[config.mk]
export PLATFORM = sky130hd
export DESIGN_NAME = ppd_port
export DESIGN_NICKNAME = d
export VERILOG_FILES = /design/src/shared/ppd_pkg.sv /design/src/logic/ppd_port.sv
export SDC_FILE = /design/constraint.sdc
export NUM_CORES = 2
export LEC_CHECK = 0
export ABC_AREA = 1
export BUFFER_PORTS_ARGS = -buffer_cell sky130_fd_sc_hd__clkbuf_2
export CORE_AREA = 2 2 514 516
export DETAILED_ROUTE_END_ITERATION = 8
export DIE_AREA = 0 0 516 518
export GPL_ROUTABILITY_DRIVEN = 0
export PLACE_DENSITY = 0.63
export SLEW_MARGIN = 20
export SYNTH_ARGS = -nofsm -noshare
export SYNTH_HDL_FRONTEND = slang
export SYNTH_SLANG_ARGS = --single-unit
[constraint.sdc]
create_clock -name core_clk -period 34.7 [get_ports core_clk]
set_input_delay 3.47 -clock core_clk [delete_from_list [all_inputs] [get_ports core_clk]]
set_output_delay 3.47 -clock core_clk [all_outputs]
set_load 0.005 [all_outputs]
[src/shared/ppd_pkg.sv]
// Constants for the parallel port pin driver.
// Assumes a single 40 MHz core clock.
package ppd_pkg;
  localparam int          PPD_PORTS      = 8;
  localparam int          PPD_DATA_W     = 8;
  localparam int          PPD_CTRL_W     = 4;
  localparam int          PPD_STAT_W     = 5;
  localparam int          PPD_IDX_W      = 3;
  localparam int          PPD_ADDR_W     = 16;
  localparam int          PPD_NS_W       = 32;
  localparam int          PPD_CLK_PERIOD_NS = 25;
  localparam logic [1:0]  PPD_DIR_OUT    = 2'h0;
  localparam logic [1:0]  PPD_DIR_IN     = 2'h1;
  localparam logic [1:0]  PPD_DIR_OC     = 2'h2;
  localparam logic [1:0]  PPD_DIR_DEFAULT = PPD_DIR_OUT;
  localparam logic [7:0]  PPD_DATA_RST   = 8'h00;
  localparam logic [3:0]  PPD_CTRL_RST   = 4'h0;

  typedef enum logic [1:0] {
    PPD_IDLE = 2'b01,
    PPD_WAIT = 2'b10
  } ppd_ret_e;

  // Nanoseconds to clock cycles, rounded up, at least one
  function automatic logic [PPD_NS_W-1:0] ppd_ns_to_cyc(
    input logic [PPD_NS_W-1:0] ns);
    logic [PPD_NS_W:0] c;
    c = ({1'b0, ns} + (PPD_NS_W+1)'(PPD_CLK_PERIOD_NS - 1))
        / (PPD_NS_W+1)'(PPD_CLK_PERIOD_NS);
    if (c == '0)
      c = (PPD_NS_W+1)'(1);
    return c[PPD_NS_W-1:0];
  endfunction
endpackage

[src/logic/ppd_port.sv]
// Pin driver for up to eight legacy 17-line parallel ports.
// Assumes pin inputs synchronous to core_clk; host pulses read/write.
module ppd_port
  import ppd_pkg::*;
(
  // Clock and reset
  input  wire logic                                  core_clk,
  input  wire logic                                  rst,
  // Configuration
  input  wire logic                                  cfg_valid,
  input  wire logic [ppd_pkg::PPD_IDX_W-1:0]         cfg_port,
  input  wire logic                                  cfg_addr_given,
  input  wire logic [ppd_pkg::PPD_ADDR_W-1:0]        cfg_addr,
  input  wire logic                                  cfg_dir_given,
  input  wire logic [1:0]                            cfg_dir,
  output logic                                       cfg_error,
  output logic [ppd_pkg::PPD_PORTS-1:0]              port_present,
  output logic [ppd_pkg::PPD_PORTS*16-1:0]           port_base,
  output logic [ppd_pkg::PPD_PORTS*2-1:0]            port_dir,
  // Settings per port
  input  wire logic [ppd_pkg::PPD_PORTS*8-1:0]       data_invert,
  input  wire logic [ppd_pkg::PPD_PORTS*4-1:0]       ctrl_invert,
  input  wire logic [ppd_pkg::PPD_PORTS*8-1:0]       data_ret_en,
  input  wire logic [ppd_pkg::PPD_PORTS*32-1:0]      ret_time_ns,
  // Operations: per port and all-ports
  input  wire logic [ppd_pkg::PPD_PORTS-1:0]         read_req,
  input  wire logic                                  read_all,
  input  wire logic [ppd_pkg::PPD_PORTS-1:0]         write_req,
  input  wire logic                                  write_all,
  input  wire logic [ppd_pkg::PPD_PORTS-1:0]         ret_req,
  output logic [ppd_pkg::PPD_PORTS-1:0]              ret_busy,
  // Requested output values
  input  wire logic [ppd_pkg::PPD_PORTS*8-1:0]       data_out_req,
  input  wire logic [ppd_pkg::PPD_PORTS*4-1:0]       ctrl_out_req,
  // Sampled inputs, true and inverted
  output logic [ppd_pkg::PPD_PORTS*8-1:0]            data_in,
  output logic [ppd_pkg::PPD_PORTS*8-1:0]            data_in_n,
  output logic [ppd_pkg::PPD_PORTS*4-1:0]            ctrl_in,
  output logic [ppd_pkg::PPD_PORTS*4-1:0]            ctrl_in_n,
  output logic [ppd_pkg::PPD_PORTS*5-1:0]            stat_in,
  output logic [ppd_pkg::PPD_PORTS*5-1:0]            stat_in_n,
  // Physical lines
  input  wire logic [ppd_pkg::PPD_PORTS*8-1:0]       data_pin_i,
  output logic [ppd_pkg::PPD_PORTS*8-1:0]            data_pin_o,
  output logic [ppd_pkg::PPD_PORTS*8-1:0]            data_pin_oe,
  input  wire logic [ppd_pkg::PPD_PORTS*4-1:0]       ctrl_pin_i,
  output logic [ppd_pkg::PPD_PORTS*4-1:0]            ctrl_pin_o,
  output logic [ppd_pkg::PPD_PORTS*4-1:0]            ctrl_pin_oe,
  input  wire logic [ppd_pkg::PPD_PORTS*5-1:0]       stat_pin_i
);

  logic [PPD_DATA_W-1:0] data_lvl   [PPD_PORTS];
  logic [PPD_CTRL_W-1:0] ctrl_lvl   [PPD_PORTS];
  logic [PPD_NS_W-1:0]   ret_cnt    [PPD_PORTS];
  logic [PPD_NS_W-1:0]   next_cnt   [PPD_PORTS];
  ppd_ret_e              ret_st     [PPD_PORTS];
  logic [PPD_PORTS-1:0]  do_rd;
  logic [PPD_PORTS-1:0]  do_wr;
  logic [PPD_PORTS-1:0]  ret_done;

  // All-port strobes fan out to each present port
  assign do_rd = (read_req | {PPD_PORTS{read_all}}) & port_present;
  assign do_wr = (write_req | {PPD_PORTS{write_all}}) & port_present;

  // Configuration: a port is set up once; later attempts flag an error
  always_ff @(posedge core_clk or posedge rst) begin
    if (rst) begin
      port_present <= '0;
      port_base    <= '0;
      port_dir     <= '0;
      cfg_error    <= 1'b0;
    end else if (cfg_valid) begin
      if (!cfg_addr_given || port_present[cfg_port]) begin
        cfg_error <= 1'b1;
      end else begin
        cfg_error <= 1'b0;
        port_present[cfg_port] <= 1'b1;
        port_base[cfg_port*16 +: 16] <= cfg_addr;
        port_dir[cfg_port*2 +: 2] <= (cfg_dir_given && cfg_dir != 2'h3)
                                     ? cfg_dir : PPD_DIR_DEFAULT;
      end
    end
  end

  // Output latches, input samples and return timers per port
  for (genvar p = 0; p < PPD_PORTS; p++) begin : g_port
    logic [1:0] dir;
    logic       is_out;
    logic       is_in;
    logic       is_oc;
    assign dir    = port_dir[p*2 +: 2];
    assign is_out = port_present[p] && dir == PPD_DIR_OUT;
    assign is_in  = port_present[p] && dir == PPD_DIR_IN;
    assign is_oc  = port_present[p] && dir == PPD_DIR_OC;
    assign ret_done[p] = ret_st[p] == PPD_WAIT && ret_cnt[p] <= 1;

    always_ff @(posedge core_clk or posedge rst) begin
      if (rst) begin
        data_lvl[p] <= PPD_DATA_RST;
        ctrl_lvl[p] <= PPD_CTRL_RST;
      end else if (do_wr[p]) begin
        data_lvl[p] <= data_out_req[p*8 +: 8] ^ data_invert[p*8 +: 8];
        ctrl_lvl[p] <= ctrl_out_req[p*4 +: 4] ^ ctrl_invert[p*4 +: 4];
      end else if (ret_done[p]) begin
        data_lvl[p] <= (data_lvl[p] & ~data_ret_en[p*8 +: 8])
                     | (data_invert[p*8 +: 8] & data_ret_en[p*8 +: 8]);
      end
    end

    // Return timer: loaded on write, return acts once it has run out
    always_comb begin
      next_cnt[p] = ppd_ns_to_cyc(ret_time_ns[p*32 +: 32]);
    end

    always_ff @(posedge core_clk or posedge rst) begin
      if (rst) begin
        ret_st[p]  <= PPD_IDLE;
        ret_cnt[p] <= '0;
      end else if (do_wr[p]) begin
        ret_cnt[p] <= next_cnt[p];
        ret_st[p]  <= PPD_IDLE;
      end else begin
        if (ret_cnt[p] != '0)
          ret_cnt[p] <= ret_cnt[p] - 1'b1;
        case (ret_st[p])
          PPD_IDLE: begin
            if (ret_req[p] && port_present[p])
              ret_st[p] <= PPD_WAIT;
          end
          PPD_WAIT: begin
            if (ret_done[p])
              ret_st[p] <= PPD_IDLE;
          end
          default: ret_st[p] <= PPD_IDLE;
        endcase
      end
    end
    assign ret_busy[p] = ret_st[p] == PPD_WAIT;

    // Input sampling on read
    always_ff @(posedge core_clk or posedge rst) begin
      if (rst) begin
        data_in[p*8 +: 8]   <= '0;
        data_in_n[p*8 +: 8] <= '0;
        ctrl_in[p*4 +: 4]   <= '0;
        ctrl_in_n[p*4 +: 4] <= '0;
        stat_in[p*5 +: 5]   <= '0;
        stat_in_n[p*5 +: 5] <= '0;
      end else if (do_rd[p]) begin
        stat_in[p*5 +: 5]   <= stat_pin_i[p*5 +: 5];
        stat_in_n[p*5 +: 5] <= ~stat_pin_i[p*5 +: 5];
        if (is_in) begin
          data_in[p*8 +: 8]   <= data_pin_i[p*8 +: 8];
          data_in_n[p*8 +: 8] <= ~data_pin_i[p*8 +: 8];
        end
        if (is_oc) begin
          ctrl_in[p*4 +: 4]   <= ctrl_pin_i[p*4 +: 4];
          ctrl_in_n[p*4 +: 4] <= ~ctrl_pin_i[p*4 +: 4];
        end
      end
    end

    // Pin drive; open collector only pulls the control lines low so the far end can too
    assign data_pin_o[p*8 +: 8]  = data_lvl[p];
    assign data_pin_oe[p*8 +: 8] = {PPD_DATA_W{is_out || is_oc}};
    assign ctrl_pin_o[p*4 +: 4]  = ctrl_lvl[p];
    assign ctrl_pin_oe[p*4 +: 4] = is_oc ? ~ctrl_lvl[p]
                                 : {PPD_CTRL_W{port_present[p]}};

    property p_write_drives;
      @(posedge core_clk) disable iff (rst)
      do_wr[p] |=> data_lvl[p] ==
        $past(data_out_req[p*8 +: 8] ^ data_invert[p*8 +: 8]);
    endproperty
    a_write_drives: assert property (p_write_drives)
      else $error("data level not taken from write");

    property p_read_inverse;
      @(posedge core_clk) disable iff (rst)
      do_rd[p] |=> stat_in[p*5 +: 5] == ~stat_in_n[p*5 +: 5]
        && stat_in[p*5 +: 5] == $past(stat_pin_i[p*5 +: 5]);
    endproperty
    a_read_inverse: assert property (p_read_inverse)
      else $error("status sample or inverse wrong");

    property p_data_oe;
      @(posedge core_clk) disable iff (rst)
      is_in |-> data_pin_oe[p*8 +: 8] == '0;
    endproperty
    a_data_oe: assert property (p_data_oe)
      else $error("data driven in input mode");

    property p_ctrl_out;
      @(posedge core_clk) disable iff (rst)
      (is_out || is_in) |-> ctrl_pin_oe[p*4 +: 4] == 4'hF;
    endproperty
    a_ctrl_out: assert property (p_ctrl_out)
      else $error("control not driven");

    property p_dir_fixed;
      @(posedge core_clk) disable iff (rst)
      port_present[p] |=> port_present[p] && $stable(port_dir[p*2 +: 2]);
    endproperty
    a_dir_fixed: assert property (p_dir_fixed)
      else $error("direction changed after configuration");

    property p_no_early_return;
      @(posedge core_clk) disable iff (rst)
      (ret_busy[p] && !do_wr[p] && ret_cnt[p] > 1) |=>
        data_lvl[p] == $past(data_lvl[p]);
    endproperty
    a_no_early_return: assert property (p_no_early_return)
      else $error("return acted before delay");

    property p_return_level;
      @(posedge core_clk) disable iff (rst)
      (ret_done[p] && !do_wr[p]) |=>
        ((data_lvl[p] ^ data_invert[p*8 +: 8]) & data_ret_en[p*8 +: 8])
          == '0;
    endproperty
    a_return_level: assert property (p_return_level)
      else $error("returned output not at polarity level");

    property p_load_count;
      @(posedge core_clk) disable iff (rst)
      do_wr[p] |=> ret_cnt[p] == $past(next_cnt[p]) && next_cnt[p] != 0;
    endproperty
    a_load_count: assert property (p_load_count)
      else $error("return count not loaded at write");
  end

  property p_no_addr;
    @(posedge core_clk) disable iff (rst)
    (cfg_valid && !cfg_addr_given) |=> cfg_error
      && port_present == $past(port_present);
  endproperty
  a_no_addr: assert property (p_no_addr)
    else $error("config without address accepted");

endmodule // ppd_port

==> impl_metrics.json <==
{
  "clk_pin_slew_ps": 60,
  "clock_skew_ps": 47.08,
  "synth_edf_count": 0,
  "setup_tns_ps": 0,
  "core_area_um2": 261600,
  "worst_pin_slew_ps": 1184,
  "hpwl_um": 259700,
  "cts.sinks": 793,
  "grt_max_degree": 107,
  "wl_per_cell_um": 17.60,
  "grt_pass1_vias": 78914,
  "start_util": 0.3251,
  "area_growth_pct": 17.01,
  "post_cts_resized": 0,
  "critical_path_class": "input port to flop",
  "h-tree-depth": 3,
  "antenna_found_initial": 58,
  "detail-route-antenna-nets": 0,
  "vias": 86011,
  "worst_setup_path_end_kind": "flop",
  "ios": 1325,
  "chipWidth_um": 516,
  "cpPeakStageDelay_ps": 350,
  "drive_gt1_frac": 0.2980,
  "die_y_um": 518,
  "worst_ep_arrival_time_ps": 18760,
  "drt_wl_total_um": 312100,
  "r2r_slack_ps": 30920,
  "maxSlewViolCount": 0,
  "hold_viol_final": 0,
  "fmax_ghz": 0.05521,
  "drv_cap": 0,
  "cts_buffers": 101,
  "drcViolationCount": 0,
  "synth_cell_types": 97,
  "firstDrtPassIters": 6,
  "n_fill_cell": 28025,
  "avgSynthCellArea_um2": 6.642,
  "synthArstFlopShare": 1.000,
  "max_slew_margin": 0.2106,
  "cts-root-buf": "clkbuf_16",
  "final_nets": 14857,
  "cts_setup_buffers": 0,
  "finalSetupViolations": 0,
  "design.die.area_um2": 267300,
  "crit_fanout": 9,
  "period_share": 0.5220,
  "clk_path_buf_depth": 3,
  "synth-warning-count": 0,
  "hold_path_class": "flop to flop",
  "synth-main-ff-cell": "dfrtp_1",
  "crit_required_ps": 35350,
  "synth_fp_nets": 13546,
  "overflow": 0,
  "clock_latency_ps": 770,
  "port_buffers": 1324,
  "drtIter0Drc": 5754,
  "grt_pass1_wl_um": 468100,
  "synth-seq-area-share": 0.2335,
  "synth_seq_cells": 793,
  "status": "completed",
  "cts_tree": "yes",
  "cp_slowest_cell": "ha_1",
  "core.rowCount": 188,
  "vias_per_cell": 4.850,
  "syn_area_um2": 85040,
  "grt_use_total": 0.2246,
  "synthCells": 12804,
  "start_kind": "input port",
  "fin_crit_ps": 18110,
  "path_common_cell": "nand2_2",
  "rsz0062_at_grt": "false",
  "cts_hold_buffers": 0
}
## cells in the final DEF (no fill, tap or decap), types with 402 or more instances in the layout
cell type / netlist / routed
dfrtp_1: 785 / 785
nor2_1: 927 / 919
nand2_1: 3203 / 3203
nand2_4: 487 / 487
a21oi_1: 402 / 402
o21ai_0: 417 / 414
inv_1: 1501 / 1495
clkbuf_2: 0 / 1324
nand2_2: 1000 / 1000
nand3_1: 1110 / 1110
## Yosys cell counts (18+ instances only)
cell type | n | area share
mux2i_1 | 58 | 0.0068
o21ai_0 | 417 | 0.025
nand2_2 | 1000 | 0.074
nand4_2 | 115 | 0.017
a21o_1 | 18 | 0.0016
inv_4 | 18 | 0.0013
nand3_2 | 136 | 0.016
nor4_1 | 66 | 0.0049
inv_1 | 1501 | 0.066
nand3_4 | 19 | 0.0039
nor2_1 | 927 | 0.041
clkbuf_1 | 115 | 0.0051
xnor2_1 | 87 | 0.0090
dfrtp_1 | 785 | 0.23
o21ai_2 | 42 | 0.0043
a31oi_1 | 48 | 0.0035
o211ai_1 | 32 | 0.0028
nor3_1 | 125 | 0.0074
clkinv_1 | 27 | 0.0012
inv_2 | 236 | 0.010
nand3b_1 | 36 | 0.0032
a21o_2 | 18 | 0.0019
nand3_1 | 1110 | 0.065
a21oi_1 | 402 | 0.024
nand2_4 | 487 | 0.064
nor3_2 | 24 | 0.0028
nor2_4 | 155 | 0.021
nor2_2 | 110 | 0.0081
buf_4 | 59 | 0.0052
o31ai_1 | 28 | 0.0025
ha_1 | 42 | 0.0062
nand4_1 | 378 | 0.028
nand2_1 | 3203 | 0.14
o21ai_1 | 187 | 0.011
or2_2 | 81 | 0.0060
o21a_1 | 149 | 0.013
xor2_1 | 300 | 0.031
## layer usage
metal / part of all wire / global-route usage / routed length [um] / vias up
li1: - / - / - / 43950
met1: 0.42 / 0.2802 / 132500 / 39604
met2: 0.47 / 0.3868 / 148000 / 2061
met3: 0.072 / 0.05262 / 22560 / 346
met4: 0.028 / 0.05453 / 8625 / 50
met5: 0.0010 / 0 / 316 / -
## flip-flops by register name, summed over array words and instances, names as in the netlist, named ones only
name          cells
ret_cnt         256
port_base       128
data_in          64
data_in_n        64
stat_in          40
stat_in_n        40
ctrl_in          32
ctrl_in_n        32
ctrl_pin_o       32
port_dir         16
ret_st           16
port_present      8
cfg_error         1
## critical path, delay by kind of cell
family / cells / cell delay [ps]
adder cells (fa/ha/maj): 2 / 520
AO/OA/AOI/OAI: 1 / 230
buffers and inverters: 6 / 520
AND/OR/NAND/NOR: 120 / 13630
XOR/XNOR: 2 / 370
## through the flow
stage / util / cells / worst slack, ps / instance area (um2) / hold slack (ps)
final: 0.3804 / 17734 / 16590 / 99510 / 456.7
after global routing: 0.3803 / 17718 / 14850 / 99470 / 486.1
after CTS: 0.3802 / 17716 / 16650 / 99450 / 462.3
after detailed placement: 0.3662 / 17527 / 15850 / 95790 / 454.7
after global placement: 0.3662 / 17527 / 15910 / 95790 / 453.1
after floorplan: - / 12804 / 8976 / 85040 / 434.6
## final timing paths
| check | depth (start not counted) | from | to |
|---|---|---|---|
| max in group asynchronous | 7 | rst | data_in[8]$_DFFE_PP0P_ |
| setup / recovery | 131 | ret_time_ns[227] | ret_cnt[0]$_DFFE_PP0P_ |
| setup reg to reg | 9 | port_present[7]$_DFFE_PP0P_ | port_base[115]$_DFFE_PP0P_ |
| hold reg to reg | 1 | ret_cnt[30]$_DFFE_PP0P_ | ret_cnt[30]$_DFFE_PP0P_ |
| hold / removal | 1 | ret_cnt[30]$_DFFE_PP0P_ | ret_cnt[30]$_DFFE_PP0P_ |
| min in group asynchronous | 2 | rst | data_in_n[28]$_DFFE_PP0P_ |
## cell type report
type	count	area [um2]	share of cell area
Timing Repair Buffer	1416	7321	0.07357
Clock inverter	60	855.8	0.008601
Tap cell	3515	4398	0.04420
Sequential cell	793	19850	0.1995
Clock buffer	129	2804	0.02818
Multi-Input combinational cell	9995	57220	0.5750
Inverter	1808	7009	0.07044
Antenna cell	18	45.04	0.0004527
## logic make-up after synthesis
kind of cell	Yosys count	share of synthesized area
XOR/XNOR	394	0.04120
AO/OA/AOI/OAI	1429	0.09860
adder cells (fa/ha/maj)	42	0.006179
AND/OR/NAND/NOR	8058	0.5158
multiplexers	72	0.008680
flip-flops	793	0.2335
buffers and inverters	2016	0.09607
Power is not shown: default switching activity piles up to over one toggle a cycle in this logic, so the estimate is an artifact.
